[config.mk]
export PLATFORM = sky130hd
export DESIGN_NAME = ipf_bank
export DESIGN_NICKNAME = d
export VERILOG_FILES = /design/src/logic/ipf_pkg.sv /design/src/logic/ipf_bank.sv
export SDC_FILE = /design/constraint.sdc
export NUM_CORES = 1
export LEC_CHECK = 0
export ABC_AREA = 1
export BUFFER_PORTS_ARGS = -buffer_cell sky130_fd_sc_hd__buf_2
export CAP_MARGIN = 25
export CORE_MARGIN = 2
export CORE_UTILIZATION = 50
export DETAILED_ROUTE_END_ITERATION = 8
export PLACE_DENSITY = 0.81
export SLEW_MARGIN = 20
export SYNTH_ARGS = -nofsm -noshare
export SYNTH_HDL_FRONTEND = slang
export SYNTH_SLANG_ARGS = --single-unit
[constraint.sdc]
create_clock -name ref_clk -period 3.1 [get_ports ref_clk]
set_input_delay 0.31 -clock ref_clk [delete_from_list [all_inputs] [get_ports ref_clk]]
set_output_delay 0.31 -clock ref_clk [all_outputs]
set_load 0.02 [all_outputs]
[src/logic/ipf_pkg.sv]
// Package for the interrupt priority field bank: offsets, field layout, types
package ipf_pkg;

  // Register indices; byte address is four times the index
  localparam int unsigned IPF_IDX_ADC_UART_TX  = 3;
  localparam int unsigned IPF_IDX_CN_CMP_I2C   = 4;
  localparam int unsigned IPF_IDX_EXT_INT1     = 5;
  localparam int unsigned IPF_IDX_EXT_INT2     = 7;
  localparam int unsigned IPF_IDX_PWM_SPECIAL  = 14;
  localparam int unsigned IPF_IDX_UART_ERROR   = 16;
  localparam int unsigned IPF_IDX_DEBUG_PORT   = 20;
  localparam int unsigned IPF_IDX_PWM_GEN12    = 23;
  localparam int unsigned IPF_IDX_PWM_GEN4     = 24;

  localparam int unsigned IPF_ADDR_W = 8;
  localparam logic [IPF_ADDR_W-1:0] IPF_ADDR_ADC_UART_TX = 8'(IPF_IDX_ADC_UART_TX * 4);
  localparam logic [IPF_ADDR_W-1:0] IPF_ADDR_CN_CMP_I2C  = 8'(IPF_IDX_CN_CMP_I2C * 4);
  localparam logic [IPF_ADDR_W-1:0] IPF_ADDR_EXT_INT1    = 8'(IPF_IDX_EXT_INT1 * 4);
  localparam logic [IPF_ADDR_W-1:0] IPF_ADDR_EXT_INT2    = 8'(IPF_IDX_EXT_INT2 * 4);
  localparam logic [IPF_ADDR_W-1:0] IPF_ADDR_PWM_SPECIAL = 8'(IPF_IDX_PWM_SPECIAL * 4);
  localparam logic [IPF_ADDR_W-1:0] IPF_ADDR_UART_ERROR  = 8'(IPF_IDX_UART_ERROR * 4);
  localparam logic [IPF_ADDR_W-1:0] IPF_ADDR_DEBUG_PORT  = 8'(IPF_IDX_DEBUG_PORT * 4);
  localparam logic [IPF_ADDR_W-1:0] IPF_ADDR_PWM_GEN12   = 8'(IPF_IDX_PWM_GEN12 * 4);
  localparam logic [IPF_ADDR_W-1:0] IPF_ADDR_PWM_GEN4    = 8'(IPF_IDX_PWM_GEN4 * 4);

  // Field low-bit positions inside a 16-bit priority register
  localparam int unsigned IPF_POS_LO  = 0;
  localparam int unsigned IPF_POS_ML  = 4;
  localparam int unsigned IPF_POS_MH  = 8;
  localparam int unsigned IPF_POS_HI  = 12;

  typedef logic [2:0] ipf_prio_t;
  localparam ipf_prio_t IPF_PRIO_RESET = 3'h4;
  localparam ipf_prio_t IPF_PRIO_OFF   = 3'h0;

  // Number of priority sources
  localparam int unsigned IPF_NSRC = 14;

  // Source order inside every per-source vector
  typedef enum logic [3:0] {
    IPF_SRC_ADC_DONE   = 4'h0,
    IPF_SRC_SERIAL_TX  = 4'h1,
    IPF_SRC_PIN_CHANGE = 4'h2,
    IPF_SRC_CMP_ONE    = 4'h3,
    IPF_SRC_TW_MASTER  = 4'h4,
    IPF_SRC_TW_SLAVE   = 4'h5,
    IPF_SRC_EXT_ONE    = 4'h6,
    IPF_SRC_EXT_TWO    = 4'h7,
    IPF_SRC_PWM_SPEC   = 4'h8,
    IPF_SRC_SERIAL_ERR = 4'h9,
    IPF_SRC_DEBUG_PORT = 4'hA,
    IPF_SRC_PWM_ONE    = 4'hB,
    IPF_SRC_PWM_TWO    = 4'hC,
    IPF_SRC_PWM_FOUR   = 4'hD
  } ipf_src_e;

  // All priority fields held by the bank
  typedef struct packed {
    ipf_prio_t adc_done_prio;
    ipf_prio_t serial_tx_prio;
    ipf_prio_t pin_change_prio;
    ipf_prio_t comparator_one_prio;
    ipf_prio_t two_wire_master_prio;
    ipf_prio_t two_wire_slave_prio;
    ipf_prio_t ext_irq_one_prio;
    ipf_prio_t ext_irq_two_prio;
    ipf_prio_t pwm_special_event_prio;
    ipf_prio_t serial_error_prio;
    ipf_prio_t debug_port_prio;
    ipf_prio_t pwm_gen_one_prio;
    ipf_prio_t pwm_gen_two_prio;
    ipf_prio_t pwm_gen_four_prio;
  } ipf_fields_s;

  // APB request bundle
  typedef struct packed {
    logic                  psel;
    logic                  penable;
    logic                  pwrite;
    logic [IPF_ADDR_W-1:0] paddr;
    logic [31:0]           pwdata;
  } ipf_apb_req_s;

endpackage

[src/logic/ipf_bank.sv]
// Interrupt priority field bank with an APB slave and per-source level outputs
//
// The implementer's own choices: the register addresses and the APB interface to the registers.
import ipf_pkg::*;

// Function
// - Three-bit priority field per source; 111 means level 7, the highest.
// - Field 001 is level 1; values 001..111 map linearly to levels 1..7.
// - Field 000 disables the source; it is not presented for service from one cycle after its field reads 000.
// - Unassigned bit positions of priority registers read back as zero.
// - Each implemented field resets to 100, giving level 4.
// - Register 3: ADC done at bits 6-4, serial transmit at 2-0.
// - Register 4: pin change 14-12, comparator 10-8, two-wire master 6-4, slave 2-0.
// - Register 5: external interrupt 1 at bits 2-0, rest zero.
// - Register 7: external interrupt 2 at bits 6-4, rest zero.
// - Register 14: PWM special event at bits 6-4, rest zero.
// - Register 16: serial error at bits 6-4, rest zero.
// - Register 20: debug port at bits 2-0, rest zero.
// - Register 23: PWM generator 2 at 14-12, generator 1 at 10-8.
// - Register 24: PWM generator 4 at bits 6-4, rest zero.
// - A build parameter removes an absent peripheral's field, leaving unused bits.
// - After any reset all present sources start at level 4 until rewritten; absent ones read zero.
module ipf_bank #(
  parameter logic [ipf_pkg::IPF_NSRC-1:0] SRC_PRESENT = '1
) (
  input  wire logic                              ref_clk,
  input  wire logic                              sys_rst,
  input  wire logic                              psel,
  input  wire logic                              penable,
  input  wire logic                              pwrite,
  input  wire logic [ipf_pkg::IPF_ADDR_W-1:0]    paddr,
  input  wire logic [31:0]                       pwdata,
  input  wire logic [3:0]                        pstrb,
  input  wire logic [ipf_pkg::IPF_NSRC-1:0]      src_request,
  output logic                                   pready,
  output logic [31:0]                            prdata,
  output logic                                   pslverr,
  output ipf_pkg::ipf_fields_s                   prio_fields,
  output logic [ipf_pkg::IPF_NSRC-1:0]           service_req
);
  import ipf_pkg::*;

  // Elaboration check: at least one source must be present
  if (SRC_PRESENT == '0) begin : g_chk
    $error("ipf_bank: no source present");
  end

  typedef struct packed {
    ipf_fields_s         fields;
    logic                ready;
    logic [31:0]         rdata;
    logic                slverr;
    logic [IPF_NSRC-1:0] svc;
  } ipf_state_s;

  // Reset image: present fields at level 4, absent fields held at zero from the first edge
  function automatic ipf_fields_s reset_fields();
    logic [IPF_NSRC*3-1:0] flat;
    for (int unsigned i = 0; i < IPF_NSRC; i++) begin
      flat[(IPF_NSRC-1-i)*3 +: 3] = SRC_PRESENT[i] ? IPF_PRIO_RESET : IPF_PRIO_OFF;
    end
    reset_fields = flat;
  endfunction

  localparam ipf_fields_s FIELDS_RST = reset_fields();

  ipf_state_s st_reg;
  ipf_state_s st_next;

  ipf_apb_req_s req;
  assign req = '{psel: psel, penable: penable, pwrite: pwrite, paddr: paddr, pwdata: pwdata};

  // Masks a field to zero when its peripheral is absent in this build
  function automatic ipf_prio_t keep(input ipf_src_e s, input ipf_prio_t v);
    keep = SRC_PRESENT[s] ? v : IPF_PRIO_OFF;
  endfunction

  // Places a field into a 16-bit word at its position
  function automatic logic [15:0] place(input ipf_prio_t v, input int unsigned pos);
    place = 16'(v) << pos;
  endfunction

  // Takes a field out of write data at its position; the caller checks the field's byte lane strobe
  function automatic ipf_prio_t take(input logic [31:0] d, input int unsigned pos);
    take = d[pos +: 3];
  endfunction

  // Fields as a flat per-source vector in source order
  function automatic ipf_prio_t prio_of(input ipf_fields_s f, input int unsigned i);
    logic [IPF_NSRC*3-1:0] flat;
    flat = f;
    prio_of = flat[(IPF_NSRC-1-i)*3 +: 3];
  endfunction

  // Read word assembly; all unassigned bits stay zero
  function automatic logic [31:0] read_word(input ipf_fields_s f, input logic [IPF_ADDR_W-1:0] a);
    logic [15:0] w;
    w = 16'h0000;
    unique case (a)
      IPF_ADDR_ADC_UART_TX: w = place(f.adc_done_prio, IPF_POS_ML)
                              | place(f.serial_tx_prio, IPF_POS_LO);
      IPF_ADDR_CN_CMP_I2C:  w = place(f.pin_change_prio, IPF_POS_HI)
                              | place(f.comparator_one_prio, IPF_POS_MH)
                              | place(f.two_wire_master_prio, IPF_POS_ML)
                              | place(f.two_wire_slave_prio, IPF_POS_LO);
      IPF_ADDR_EXT_INT1:    w = place(f.ext_irq_one_prio, IPF_POS_LO);
      IPF_ADDR_EXT_INT2:    w = place(f.ext_irq_two_prio, IPF_POS_ML);
      IPF_ADDR_PWM_SPECIAL: w = place(f.pwm_special_event_prio, IPF_POS_ML);
      IPF_ADDR_UART_ERROR:  w = place(f.serial_error_prio, IPF_POS_ML);
      IPF_ADDR_DEBUG_PORT:  w = place(f.debug_port_prio, IPF_POS_LO);
      IPF_ADDR_PWM_GEN12:   w = place(f.pwm_gen_two_prio, IPF_POS_HI)
                              | place(f.pwm_gen_one_prio, IPF_POS_MH);
      IPF_ADDR_PWM_GEN4:    w = place(f.pwm_gen_four_prio, IPF_POS_ML);
      default:              w = 16'h0000;
    endcase
    read_word = {16'h0000, w};
  endfunction

  // True for the nine mapped word addresses
  function automatic logic mapped(input logic [IPF_ADDR_W-1:0] a);
    mapped = (a == IPF_ADDR_ADC_UART_TX) || (a == IPF_ADDR_CN_CMP_I2C) ||
             (a == IPF_ADDR_EXT_INT1) || (a == IPF_ADDR_EXT_INT2) ||
             (a == IPF_ADDR_PWM_SPECIAL) || (a == IPF_ADDR_UART_ERROR) ||
             (a == IPF_ADDR_DEBUG_PORT) || (a == IPF_ADDR_PWM_GEN12) ||
             (a == IPF_ADDR_PWM_GEN4);
  endfunction

  // Next state: APB access, field updates and service gating
  always_comb begin
    logic        acc;
    logic        wr;
    logic [1:0]  lanes;
    ipf_fields_s f;
    acc   = 1'b0;
    wr    = 1'b0;
    lanes = 2'b00;
    f     = st_reg.fields;
    st_next = st_reg;
    // Registered answer: pready rises one cycle after the first access cycle, giving one wait state
    acc = req.psel && req.penable && !st_reg.ready;
    st_next.ready  = acc;
    st_next.slverr = acc && !mapped(req.paddr);
    st_next.rdata  = 32'h0000_0000;
    wr    = acc && req.pwrite && mapped(req.paddr);
    lanes = pstrb[1:0];
    if (acc && !req.pwrite) begin
      st_next.rdata = read_word(st_reg.fields, req.paddr);
    end
    // Only the three-bit fields are written; other bits are dropped
    if (wr) begin
      unique case (req.paddr)
        IPF_ADDR_ADC_UART_TX: begin
          if (lanes[0]) f.adc_done_prio  = take(req.pwdata, IPF_POS_ML);
          if (lanes[0]) f.serial_tx_prio = take(req.pwdata, IPF_POS_LO);
        end
        IPF_ADDR_CN_CMP_I2C: begin
          if (lanes[1]) f.pin_change_prio      = take(req.pwdata, IPF_POS_HI);
          if (lanes[1]) f.comparator_one_prio  = take(req.pwdata, IPF_POS_MH);
          if (lanes[0]) f.two_wire_master_prio = take(req.pwdata, IPF_POS_ML);
          if (lanes[0]) f.two_wire_slave_prio  = take(req.pwdata, IPF_POS_LO);
        end
        IPF_ADDR_EXT_INT1: begin
          if (lanes[0]) f.ext_irq_one_prio = take(req.pwdata, IPF_POS_LO);
        end
        IPF_ADDR_EXT_INT2: begin
          if (lanes[0]) f.ext_irq_two_prio = take(req.pwdata, IPF_POS_ML);
        end
        IPF_ADDR_PWM_SPECIAL: begin
          if (lanes[0]) f.pwm_special_event_prio = take(req.pwdata, IPF_POS_ML);
        end
        IPF_ADDR_UART_ERROR: begin
          if (lanes[0]) f.serial_error_prio = take(req.pwdata, IPF_POS_ML);
        end
        IPF_ADDR_DEBUG_PORT: begin
          if (lanes[0]) f.debug_port_prio = take(req.pwdata, IPF_POS_LO);
        end
        IPF_ADDR_PWM_GEN12: begin
          if (lanes[1]) f.pwm_gen_two_prio = take(req.pwdata, IPF_POS_HI);
          if (lanes[1]) f.pwm_gen_one_prio = take(req.pwdata, IPF_POS_MH);
        end
        IPF_ADDR_PWM_GEN4: begin
          if (lanes[0]) f.pwm_gen_four_prio = take(req.pwdata, IPF_POS_ML);
        end
        default: ;
      endcase
    end
    // Absent peripherals keep a zero field whatever software writes
    f.adc_done_prio          = keep(IPF_SRC_ADC_DONE, f.adc_done_prio);
    f.serial_tx_prio         = keep(IPF_SRC_SERIAL_TX, f.serial_tx_prio);
    f.pin_change_prio        = keep(IPF_SRC_PIN_CHANGE, f.pin_change_prio);
    f.comparator_one_prio    = keep(IPF_SRC_CMP_ONE, f.comparator_one_prio);
    f.two_wire_master_prio   = keep(IPF_SRC_TW_MASTER, f.two_wire_master_prio);
    f.two_wire_slave_prio    = keep(IPF_SRC_TW_SLAVE, f.two_wire_slave_prio);
    f.ext_irq_one_prio       = keep(IPF_SRC_EXT_ONE, f.ext_irq_one_prio);
    f.ext_irq_two_prio       = keep(IPF_SRC_EXT_TWO, f.ext_irq_two_prio);
    f.pwm_special_event_prio = keep(IPF_SRC_PWM_SPEC, f.pwm_special_event_prio);
    f.serial_error_prio      = keep(IPF_SRC_SERIAL_ERR, f.serial_error_prio);
    f.debug_port_prio        = keep(IPF_SRC_DEBUG_PORT, f.debug_port_prio);
    f.pwm_gen_one_prio       = keep(IPF_SRC_PWM_ONE, f.pwm_gen_one_prio);
    f.pwm_gen_two_prio       = keep(IPF_SRC_PWM_TWO, f.pwm_gen_two_prio);
    f.pwm_gen_four_prio      = keep(IPF_SRC_PWM_FOUR, f.pwm_gen_four_prio);
    st_next.fields = f;
    // A zero level blocks the request; levels 1..7 pass unchanged to arbitration
    for (int unsigned i = 0; i < IPF_NSRC; i++) begin
      st_next.svc[i] = src_request[i] && (prio_of(st_reg.fields, i) != IPF_PRIO_OFF);
    end
  end

  // Reset loads level 4 into every present field
  always_ff @(posedge ref_clk) begin
    if (sys_rst) begin
      st_reg.fields <= FIELDS_RST;
      st_reg.ready  <= 1'b0;
      st_reg.rdata  <= 32'h0000_0000;
      st_reg.slverr <= 1'b0;
      st_reg.svc    <= '0;
      // Absent fields never show level 4, so arbitration cannot see a phantom source
    end else begin
      st_reg <= st_next;
    end
  end

  // Outputs straight from the state register; the field value is the level
  assign pready      = st_reg.ready;
  assign prdata      = st_reg.rdata;
  assign pslverr     = st_reg.slverr;
  assign prio_fields = st_reg.fields;
  assign service_req = st_reg.svc;

  // Checks
  a_zero_blocks: assert property (@(posedge ref_clk) disable iff (sys_rst)
    (prio_of(st_reg.fields, 0) == IPF_PRIO_OFF) |=> !service_req[0])
    else $error("disabled source presented");
  a_reset_level: assert property (@(posedge ref_clk)
    $fell(sys_rst) |-> (!SRC_PRESENT[0] || prio_fields.adc_done_prio == IPF_PRIO_RESET))
    else $error("field not level 4 after reset");
  a_upper_zero: assert property (@(posedge ref_clk) disable iff (sys_rst)
    pready |-> prdata[31:15] == 17'h00000)
    else $error("unused upper bits not zero");
  a_ready_one: assert property (@(posedge ref_clk) disable iff (sys_rst)
    (psel && !penable) ##1 (psel && penable) |=> pready)
    else $error("no answer after access");
  a_write_adc: assert property (@(posedge ref_clk) disable iff (sys_rst)
    (psel && penable && !pready && pwrite && paddr == IPF_ADDR_ADC_UART_TX && pstrb[0]
     && SRC_PRESENT[IPF_SRC_ADC_DONE])
    |=> prio_fields.adc_done_prio == $past(pwdata[6:4]))
    else $error("adc field write lost");
  a_write_pwm: assert property (@(posedge ref_clk) disable iff (sys_rst)
    (psel && penable && !pready && pwrite && paddr == IPF_ADDR_PWM_GEN12 && pstrb[1]
     && SRC_PRESENT[IPF_SRC_PWM_TWO])
    |=> prio_fields.pwm_gen_two_prio == $past(pwdata[14:12]))
    else $error("pwm gen2 field write lost");
  a_read_ext1: assert property (@(posedge ref_clk) disable iff (sys_rst)
    (psel && penable && !pready && !pwrite && paddr == IPF_ADDR_EXT_INT1)
    |=> prdata[15:0] == {13'h0000, $past(prio_fields.ext_irq_one_prio)})
    else $error("ext1 read wrong");
  a_read_dbg: assert property (@(posedge ref_clk) disable iff (sys_rst)
    (psel && penable && !pready && !pwrite && paddr == IPF_ADDR_DEBUG_PORT)
    |=> prdata[15:3] == 13'h0000)
    else $error("debug register unused bits set");
  a_absent_zero: assert property (@(posedge ref_clk) disable iff (sys_rst)
    !SRC_PRESENT[IPF_SRC_PWM_FOUR] |=> prio_fields.pwm_gen_four_prio == IPF_PRIO_OFF)
    else $error("absent field not zero");
  a_svc_pass: assert property (@(posedge ref_clk) disable iff (sys_rst)
    (src_request[1] && prio_of(st_reg.fields, 1) != IPF_PRIO_OFF) |=> service_req[1])
    else $error("enabled source not presented");

  c_write: cover property (@(posedge ref_clk) pready && pwrite && !pslverr);
  c_read: cover property (@(posedge ref_clk) pready && !pwrite && prdata != 32'h0000_0000);
  c_unmapped: cover property (@(posedge ref_clk) pready && pslverr);
  c_blocked: cover property (@(posedge ref_clk) src_request[0] && prio_fields.adc_done_prio == IPF_PRIO_OFF);

endmodule

==> summary.md, run 1 <==
| Metric | Value |
|---|---|
| Reg-to-reg critical path endpoint | `prio_fields[37]$_SDFFE_PP0P_` |
| Worst-path clk slew | `0.08 ns` |
| Die span in y | `85.33 um` |
| Post-CTS Setup Bufs | `0` |
| Die ar. | `7280 um2` |
| Via total after detailed routing | `3199` |
| Max-cap viol count | `0` |
| First-pass GRT wire length | `around 13000 um` |
| Ports | `153` |
| Hold buffers post-CTS | `0` |
| Status | `finished, final reports clean` |
| Synth Flop Type | `dfxtp_1` |
| Crit-path most repeated cell | `nand2_1` |
| Commonest non-fill, non-tap cell in the layout | `nand2_1` |
| R2r startpoint | `pready$_SDFF_PP0_` |
| Yosys cell types | `34` |
| IO Port Bufs | `110` |
| Number of CTS-inserted buffers | `9` |
| CP Max Fanout | `15` |
| Max clock buf depth | `2` |
| DRC violations left | `0` |
| DP Cell Count | `624` |
| Initial antenna violation count | `0` |
| Max-slew violation count | `0` |
| Post-synthesis sequential area ratio | `42.38%` |
| Maximum vdd drop | `0.3160 mV` |
| CP endpoint kind | `flip-flop` |
| Slowest cell on crit path | `and2_1` |
| PwrDens | `480.4 nW/um2` |
| Setup Viol. Count Final | `0` |
| Tcrit/Tclk final | `62.18%` |
| Most frequent cells in the layout | `nand2_1 (134), buf_2 (110), nor2_1 (85)` |
| Max_slew headroom | `approximately a third` |
| GRT Total Usage | `22.72%` |
| Starting Density | `51.78%` |
| Unrepaired setup endpoints after global routing | `no` |
| Peak Freq | `approximately 520 MHz` |
| Global route overflow | `0` |
| Worst Tran Pin Value | `0.9747 ns` |
| TNS Setup | `0 ns` |
| Reg2reg setup slack | `1.25 ns` |
| CTS sink cnt | `70` |
| Final Non-Filler Cells | `640` |
| Critical Path AT | `~2.2 ns` |
| Final min period | `1.928 ns` |
| DRT iter0 DRCs | `184` |
| Clock Skew | `0.007706 ns` |
| Routed vias/inst | `4.998` |
| Final Wtd Congestion | `0.7971` |
| TritonRoute pass-1 iters | `4` |
| Area growth syn-to-layout | `22.74%` |
| Clk root buf | `clkbuf_8` |
| Final wirelength | `8346 um` |
| Crit path cell chain | `buf_2, inv_1, nand2_1, nor2_1, and2_1, nor2_4, nand3_4, nand4_1, nand2_1, nand2_1, nor2_1` |
| WS Path Type | `input port to flip-flop` |
| H-Tree Depth | `3` |
| Avg WL per Cell | `13.04 um` |
| CP Launch Type | `input port` |
| Nets | `621` |
| Leakage | `0.002216 uW` |
| Clk_lat worst skew | `0.35 ns` |
| Fraction of registers with async set/reset | `0%` |
| CP max stage delay | `0.44 ns` |
| Syn Inst Count | `roughly 450` |
| EDFF count, synth | `0` |
| Hpwl dp | `5979 um` |
| Netlist Area Pre-Place | `3307 um2` |
| Reg2reg path depth | `7` |
| Worst Hold Class | `input port to flip-flop` |
| Share of cells above drive strength 1 | `28.24%` |
| Ant. Diodes | `0` |
| Synth Register Bits | `70` |
| Largest net degree at the start of global routing | `between 50 and 60` |
| Routed Antenna Nets | `0` |
| Cell Rows | `29` |
| WHS Path Cells | `2` |
| Worst Setup SP | `paddr[5]` |
| Vias in the first global route | `2863` |
| Hold Vio Cnt, Final | `0` |
| Post-Syn Area per Cell | `between 7 and 8 um2` |
| Worst endpoint required time | `3.38 ns` |
| CTS tree | `yes` |
| Core area | `6386 um2` |
| Die X | `85.33 um` |
| Yosys warnings | `0` |
| Post-CTS Resized | `0` |
| Critical Path End | `prio_fields[37]$_SDFFE_PP0P_` |
==> registers in the layout, indices dropped and copies added, names as in the netlist <==
| name | count |
|---|---|
| pready | 1 |
| pslverr | 1 |
| service_req | 14 |
| prdata | 12 |
| prio_fields | 42 |
==> report_power, final <==
group          switching, uW  internal (uW)
logic                   96.7           39.0
registers               2.05            909
clock network            365            538
total                    463           1490
==> worst max-delay path, delay by kind of cell <==
kind                   cells  cell delay [ns]
buffers and inverters      2             0.19
AND/OR/NAND/NOR            9             1.70
==> cells in the mapped netlist, types with 2 or more instances <==
| master | count | area [um2] |
|---|---|---|
| a21oi_2 | 9 | 78.83 |
| a31oi_1 | 3 | 18.77 |
| a41oi_1 | 2 | 17.52 |
| buf_1 | 2 | 7.510 |
| buf_4 | 22 | 165.2 |
| clkbuf_1 | 3 | 11.26 |
| dfxtp_1 | 70 | 1401 |
| inv_1 | 52 | 195.2 |
| inv_2 | 2 | 7.510 |
| nand2_1 | 134 | 503.0 |
| nand2_2 | 3 | 18.77 |
| nand3_1 | 14 | 70.07 |
| nand3_2 | 2 | 20.02 |
| nand4_1 | 2 | 12.51 |
| nand4_2 | 4 | 50.05 |
| nand4_4 | 6 | 127.6 |
| nor2_1 | 86 | 322.8 |
| o221ai_1 | 2 | 17.52 |
| o22ai_1 | 5 | 31.28 |
| o311a_1 | 10 | 100.1 |
==> area by class of cell <==
class	count	area [um2]
clock inverters	7	120.1
clock buffers	9	123.9
repair buffers	111	558.0
inverters	54	202.7
fillers	541	2327
multi-input cells	312	1556
flip-flops and latches	70	1401
well taps	77	96.34
==> cells by family (layout without fill, tap and decap cells) <==
kind of cell           Yosys count  in the layout  synth area share [%]
AO/OA/AOI/OAI                   34             34                 8.513
AND/OR/NAND/NOR                258            258                 36.21
flip-flops                      70             70                 42.38
other                            1             20                0.1134
buffers and inverters           84            181                 12.79
==> worst min-delay path by stage <==
stage	from	end
after floorplan	sys_rst	service_req[3]$_SDFF_PP0_
after global placement	prio_fields[2]$_SDFFE_PP1P_	prio_fields[2]$_SDFFE_PP1P_
after detailed placement	prio_fields[2]$_SDFFE_PP1P_	prio_fields[2]$_SDFFE_PP1P_
after CTS	sys_rst	service_req[3]$_SDFF_PP0_
after global routing	sys_rst	service_req[3]$_SDFF_PP0_
final	sys_rst	service_req[3]$_SDFF_PP0_
==> per-layer routing <==
layer | GRT usage [%] | routed length [um] | up-vias
met3 | 4.669 | 651 | 19
met5 | 0 | 0 | -
li1 | - | - | 1586
met1 | 27.72 | 3293 | 1467
met2 | 38.42 | 4196 | 127
met4 | 10.39 | 204 | 0
==> per-stage QoR <==
stage | util [%] | total power, uW | hold WS (ns) | instance area, um2 | worst slack, ns
after CTS | 63.56 | 1956 | 0.1479 | 4059 | 1.205
after floorplan | - | 1034 | 0.3824 | 3378 | 1.488
after detailed placement | 59.74 | 1067 | 0.4907 | 3815 | 0.8583
after global routing | 63.56 | 2012 | 0.1484 | 4059 | 1.000
final | 63.56 | 1950 | 0.1500 | 4059 | 1.172
after global placement | 59.74 | 1064 | 0.4802 | 3815 | 0.9324
Note: power is estimated with default switching activity, not from simulation.
==> run 2: changes to the inputs <==
--- a/config.mk
+++ b/config.mk
@@ -9,9 +9,9 @@
 export BUFFER_PORTS_ARGS = -buffer_cell sky130_fd_sc_hd__buf_2
 export CAP_MARGIN = 25
 export CORE_MARGIN = 2
-export CORE_UTILIZATION = 50
+export CORE_UTILIZATION = 42
 export DETAILED_ROUTE_END_ITERATION = 8
-export PLACE_DENSITY = 0.81
+export PLACE_DENSITY = 0.72
 export SLEW_MARGIN = 20
 export SYNTH_ARGS = -nofsm -noshare
 export SYNTH_HDL_FRONTEND = slang
==> constraint.sdc (replaced) <==
create_clock -name ref_clk -period 1.7 [get_ports ref_clk]
set_input_delay 0.17 -clock ref_clk [delete_from_list [all_inputs] [get_ports ref_clk]]
set_output_delay 0.17 -clock ref_clk [all_outputs]
set_load 0.02 [all_outputs]
==> run 2 against run 1 <==
Effect of this change: register-to-register slack worse by 0.99 ns; cell count increased by 6.1%; worst hold slack lost 0.13 ns; worst setup slack got worse by 0.92 ns; clock skew grew 0.0021 ns; design area increased by 2.9%; first-iteration DRC count shrank 18%.
==> summary.md, run 2 (synthesized netlist as in run 1, its figures left out) <==
| Metric | Value |
|---|---|
| Status | `finished, final reports clean` |
| Starting Density | `between 40% and 50%` |
| Final Wtd Congestion | `0.8684` |
| Max-cap viol count | `0` |
| Most frequent cells in the layout | `nand2_1 (134), buf_2 (110), nor2_1 (85)` |
| Area growth syn-to-layout | `26.26%` |
| Clk root buf | `clkbuf_8` |
| Hold buffers post-CTS | `0` |
| Worst Hold Class | `input port to flip-flop` |
| Reg2reg path depth | `7` |
| Pre-CTS WS | `-0.01758 ns` |
| Post-CTS Resized | `0` |
| Max clock buf depth | `2` |
| Hold Vio Cnt, Final | `0` |
| Final wirelength | `8328 um` |
| Largest net degree at the start of global routing | `45` |
| Tcrit/Tclk final | `84.99%` |
| Worst-path clk slew | `~0.070 ns` |
| Routed Antenna Nets | `0` |
| Peak Freq | `692.1 MHz` |
| Cell Rows | `32` |
| Max-slew violation count | `0` |
| Nets | `635` |
| Setup ws final | `about 0.26 ns` |
| Ports | `about 150` |
| Final min period | `roughly 1.4 ns` |
| CTS sink cnt | `70` |
| CP Max Fanout | `13` |
| Final Total Pwr | `3258 uW` |
| Crit-path most repeated cell | `nor2_1` |
| Worst endpoint required time | `1.94 ns` |
| Final Non-Filler Cells | `679` |
| Die X | `92.74 um` |
| Hpwl dp | `between 6000 and 7000 um` |
| Worst hold slack | `0.02077 ns` |
| Unrepaired setup endpoints after global routing | `no` |
| IO Port Bufs | `110` |
| Global route overflow | `0` |
| Worst Setup SP | `pready$_SDFF_PP0_` |
| DRT iter0 DRCs | `151` |
| Number of CTS-inserted buffers | `9` |
| Core area | `around 7700 um2` |
| Commonest non-fill, non-tap cell in the layout | `nand2_1` |
| TNS Setup | `0 ns` |
| Routed vias/inst | `around 4.7` |
| Leakage | `about 0.0023 uW` |
| TritonRoute pass-1 iters | `4` |
| Slowest cell on crit path | `dfxtp_1` |
| WHS Path Cells | `2` |
| Crit path cell chain | `nor2_1, inv_1, nor2_2, buf_12, nand4_2, nor2_1, nor2_1` |
| Initial antenna violation count | `0` |
| Via total after detailed routing | `3197` |
| Die span in y | `92.74 um` |
| Clk_lat worst skew | `0.35 ns` |
| CP max stage delay | `0.31 ns` |
| Setup Viol. Count Final | `0` |
| Avg WL per Cell | `12.27 um` |
| DP Cell Count | `663` |
| WS Path Type | `flip-flop to flip-flop` |
| Share of cells above drive strength 1 | `29.98%` |
| CP Launch Type | `flip-flop` |
| Hold Crit Start | `sys_rst` |
| Ant. Diodes | `0` |
| PwrDens | `just under 800 nW/um2` |
| Max reg flops | `between 40 and 50` |
| Critical Path AT | `1.68 ns` |
| H-Tree Depth | `3` |
| CTS tree | `yes` |
| GRT Total Usage | `19.53%` |
| CP endpoint kind | `flip-flop` |
| Post-CTS Setup Bufs | `0` |
| Die ar. | `roughly 8600 um2` |
| DRC violations left | `0` |
| Vias in the first global route | `2868` |
| R2r startpoint | `pready$_SDFF_PP0_` |
| Fillcell total | `760` |
| Clock Skew | `slightly below 0.01 ns` |
| Maximum vdd drop | `0.3673 mV` |
| First-pass GRT wire length | `13340 um` |
## run 2: cell count changes in the layout (fill, tap and decap cells not counted), moves of 2 or more
cell       delta
bufinv_16     -2
clkinv_2      +2
inv_6         -2
buf_4        +12
buf_12        +2
## run 2: power breakdown
group	internal [uW]	switching [uW]	leakage [uW]
registers	1660	3.72	0.000568
logic	81.1	178	0.00160
clock network	712	625	0.000102
total	2450	807	0.00227
## run 2: metrics by stage
step | cell area [um2] | util [%]
after floorplan | 3378 | -
after global routing | 4175 | 54.31
after global placement | 3976 | 51.73
final | 4175 | 54.31
after detailed placement | 3976 | 51.73
after CTS | 4175 | 54.31
## run 2: final timing paths
kind                                  endpoint  slack (ns)
setup reg to reg  prio_fields[28]$_SDFFE_PP0P_        0.26
hold / removal       service_req[3]$_SDFF_PP0_        0.02
setup / recovery  prio_fields[28]$_SDFFE_PP0P_        0.26
hold reg to reg          prdata[12]$_SDFF_PP0_        0.49
## run 2: area by class of cell
class / instances / area (um2) / share of cell area, %
Clock buffer: 10 / 137.6 / 3.296
Clock inverter: 6 / 61.31 / 1.468
Inverter: 54 / 202.7 / 4.855
Multi-Input combinational cell: 312 / 1556 / 37.28
Sequential cell: 70 / 1401 / 33.56
Tap cell: 102 / 127.6 / 3.057
Timing Repair Buffer: 125 / 688.2 / 16.48
## run 2: worst max-delay path: cells and delay by family (launching register included)
kind / cells / cell delay (ns)
buf+inv: 2 / 0.25
flops: 1 / 0.31
simple gates: 5 / 0.76
## run 2: layer usage
layer | up-vias | GRT usage [%] | share of wire (%)
met1 | 1458 | 24.49 | 44
li1 | 1617 | - | -
met2 | 110 | 33.21 | 48
met4 | 0 | 7.475 | 1.4
met3 | 12 | 3.743 | 6.5
met5 | - | 0 | 0
==> run 3: changes to the inputs <==
--- a/config.mk
+++ b/config.mk
@@ -5,13 +5,13 @@
 export SDC_FILE = /design/constraint.sdc
 export NUM_CORES = 1
 export LEC_CHECK = 0
-export ABC_AREA = 1
+export ABC_AREA = 0
 export BUFFER_PORTS_ARGS = -buffer_cell sky130_fd_sc_hd__buf_2
 export CAP_MARGIN = 25
 export CORE_MARGIN = 2
-export CORE_UTILIZATION = 42
+export CORE_UTILIZATION = 45
 export DETAILED_ROUTE_END_ITERATION = 8
-export PLACE_DENSITY = 0.72
+export PLACE_DENSITY = 0.75
 export SLEW_MARGIN = 20
 export SYNTH_ARGS = -nofsm -noshare
 export SYNTH_HDL_FRONTEND = slang
==> constraint.sdc (replaced) <==
create_clock -name ref_clk -period 1.4 [get_ports ref_clk]
set_input_delay 0.14 -clock ref_clk [delete_from_list [all_inputs] [get_ports ref_clk]]
set_output_delay 0.14 -clock ref_clk [all_outputs]
set_load 0.02 [all_outputs]
==> run 3 against run 2 <==
Effect of this change: critical endpoint is now prdata[4]$_SDFF_PP0_; clock power increased by 17%; the flow now finishes with violations (setup timing); fmax shrank 3.0%; worst hold slack better by 0.0026 ns; first-iteration DRC count is 11% higher; critical path depth did not move; critical path type unchanged.
==> summary.md, run 3 <==
| Metric | Value |
|---|---|
| Setup Viol. Count Final | `24` |
| EDFF count, synth | `0` |
| Post-synth top area cell | `dfxtp_1` |
| Die X | `85.96 um` |
| Largest net degree at the start of global routing | `42` |
| Max reg flops | `42` |
| Most area-consuming cells after synthesis | `dfxtp_1 (46%), nand2_1 (6.0%), nand3_1 (5.6%)` |
| Core area | `6422 um2` |
| Worst hold slack | `0.02339 ns` |
| TritonRoute pass-1 iters | `4` |
| Die ar. | `7389 um2` |
| Commonest non-fill, non-tap cell in the layout | `buf_2` |
| Reg2reg path depth | `7` |
| Max-slew violation count | `0` |
| PwrDens | `924.2 nW/um2` |
| Netlist Area Pre-Place | `approximately 3000 um2` |
| First-pass GRT wire length | `13430 um` |
| Slowest cell on crit path | `dfxtp_4` |
| Cell Rows | `29` |
| Worst endpoint required time | `1.68 ns` |
| GRT Total Usage | `22.96%` |
| Reg power frac | `50.6%` |
| DRT iter0 DRCs | `between 150 and 200` |
| Yosys warnings | `0` |
| Post-synthesis mux area share | `2.690%` |
| Routed vias/inst | `5.447` |
| Post-synthesis sequential area ratio | `46.36%` |
| Max clock buf depth | `2` |
| CP Depth | `7` |
| Number of CTS-inserted buffers | `9` |
| H-Tree Depth | `3` |
| Worst-path clk slew | `0.09 ns` |
| Switching share of power | `between 20% and 30%` |
| Die span in y | `85.96 um` |
| Ports | `153` |
| Via total after detailed routing | `approximately 3000` |
| Hold Vio Cnt, Final | `0` |
| CP Launch Type | `flip-flop` |
| Global route overflow | `0` |
| Starting Density | `47.07%` |
| Hold buffers post-CTS | `0` |
| DP Cell Count | `541` |
| Layout Utilization | `about two thirds` |
| Max-cap viol count | `0` |
| Share of cells above drive strength 1 | `44.56%` |
| Crit path cell chain | `and3b_1, buf_4, and2_4, nand2b_4, a31o_4, buf_12, a31oi_1` |
| CTS sink cnt | `70` |
| Synth Area in XOR/XNOR | `0%` |
| Nets | `545` |
| Yosys top cell area share | `46.36%` |
| Unrepaired setup endpoints after global routing | `yes` |
| Largest family of logic cells by synthesized area | `simple AND/OR/NAND/NOR gates` |
| Final min period | `1.489 ns` |
| Top cells by count, synth | `dfxtp_1 (70), nand2_1 (48), nand3_1 (34), a21oi_1 (22), buf_4 (22)` |
| CP delay by family, top | `simple AND/OR/NAND/NOR gates` |
| Int Pwr | `2859 uW` |
| Syn Inst Count | `about 330` |
| Ant. Diodes | `0` |
| Count leader, synth | `dfxtp_1` |
| Worst Path Buf+Inv | `2` |
| Fraction of registers with async set/reset | `0%` |
| WHS Path Cells | `2` |
| Area growth syn-to-layout | `42.59%` |
| Comb pwr share | `9.9%` |
| Initial antenna violation count | `0` |
| Most frequent cells in the layout | `buf_2 (110), dfxtp_1 (69), buf_4 (42)` |
| Avg WL per Cell | `approximately 16 um` |
| Routed Antenna Nets | `0` |
| CTS tree | `yes` |
| Clock Skew | `0.01124 ns` |
| DRC violations left | `0` |
| Hpwl dp | `6295 um` |
| Tcrit/Tclk final | `106.4%` |
| Failing checks | `setup timing` |
| Maximum vdd drop | `0.7707 mV` |
| Clk pwr share | `39.5%` |
| Yosys cell types | `41` |
| Synth Flop Type | `dfxtp_1` |
| Vias in the first global route | `2824` |
| Synth Register Bits | `70` |
| Post-Syn Area per Cell | `~9.1 um2` |
| CP endpoint kind | `flip-flop` |
| Critical Path AT | `about 1.8 ns` |
| Peak Freq | `671.5 MHz` |
| Clk_lat worst skew | `0.35 ns` |
| Final wirelength | `roughly 9000 um` |
| CP max stage delay | `0.34 ns` |
| Post-synthesis adder-cell area fraction | `0%` |
| Post-Synth Simple-Gate Area | `~25%` |
| IO Port Bufs | `110` |
| WS Path Type | `flip-flop to flip-flop` |
| Worst Hold Class | `input port to flip-flop` |
| Switching power | `1124 uW` |
| Clk root buf | `clkbuf_8` |
| Final Non-Filler Cells | `564` |
| TNS Setup | `-0.9452 ns` |
| Status | `finished with violations` |
| Leakage | `just under 0.002 uW` |
| Post-synthesis compound-gate area fraction | `16.68%` |
| CP Max Fanout | `6` |
| Setup ws final | `-0.08917 ns` |
| Final Wtd Congestion | `approximately 0.96` |
run 3: changes by cell type in the layout (fill, tap and decap cells not counted), moves of 6 or more:
cell	delta
mux2i_1	+7
nand4_4	-6
a22o_1	+6
nor3_1	+7
buf_4	+29
a21oi_1	+20
nand2_1	-95
nand3_1	+15
inv_1	-49
a22oi_1	+9
nor2_1	-72
run 3: area by class of cell:
| cell class | count | area (um2) |
|---|---|---|
| clock buffer | 9 | 123.9 |
| clock inverter | 7 | 65.06 |
| fill | 524 | 2112 |
| inverter | 3 | 11.26 |
| multi-input combinational | 238 | 1624 |
| sequential | 70 | 1405 |
| tap | 77 | 96.34 |
| timing repair buffer | 160 | 984.7 |
run 3: repair_timing:
item	in CTS	in global routing
cloned	1	0
endpoints found under the setup margin	44	51
pin swaps	1	5
buffers inserted	3	5
endpoints found under the hold margin	0	0
resized for setup	25	27
run 3: power groups by stage:
stage	clock network, uW	registers (uW)	logic, uW
after detailed placement	0	2060	362
after global placement	0	2060	357
after global routing	1670	2020	418
after floorplan	0	2100	199
final	1570	2020	393
after CTS	1580	2020	375
run 3: logic make-up (layout without fill, tap and decap cells):
| kind of cell | after synthesis | in the layout |
|---|---|---|
| AND/OR/NAND/NOR | 143 | 143 |
| multiplexers | 8 | 8 |
| AO/OA/AOI/OAI | 67 | 67 |
| flip-flops | 70 | 70 |
| buffers and inverters | 45 | 179 |
| other | 1 | 20 |
run 3: metal layers:
metal	global-route usage (%)	vias up	share of wire (%)
li1	-	1465	-
met1	28.07	1443	39
met2	39.89	139	50
met3	3.465	25	8.0
met4	9.957	0	2.8
met5	0	-	0
run 3: worst paths after layout:
kind                                     start                           end  slack [ns]
setup / recovery             pready$_SDFF_PP0_          prdata[4]$_SDFF_PP0_       -0.09
hold / removal                  src_request[3]     service_req[3]$_SDFF_PP0_        0.02
setup reg to reg             pready$_SDFF_PP0_          prdata[4]$_SDFF_PP0_       -0.09
hold reg to reg   prio_fields[22]$_SDFFE_PP0P_  prio_fields[22]$_SDFFE_PP0P_        0.50
run 3: metrics by stage:
| stage | instance area [um2] | power, uW | setup WS (ns) |
|---|---|---|---|
| 5_1_grt | 4310 | 4106 | -0.1631 |
| 3_3_place_gp | 3835 | 2421 | -0.1635 |
| 4_1_cts | 4158 | 3975 | -0.07923 |
| 3_5_place_dp | 3835 | 2426 | -0.2088 |
| 2_1_floorplan | 3134 | 2297 | -0.1596 |
| 6_report | 4310 | 3984 | -0.08917 |
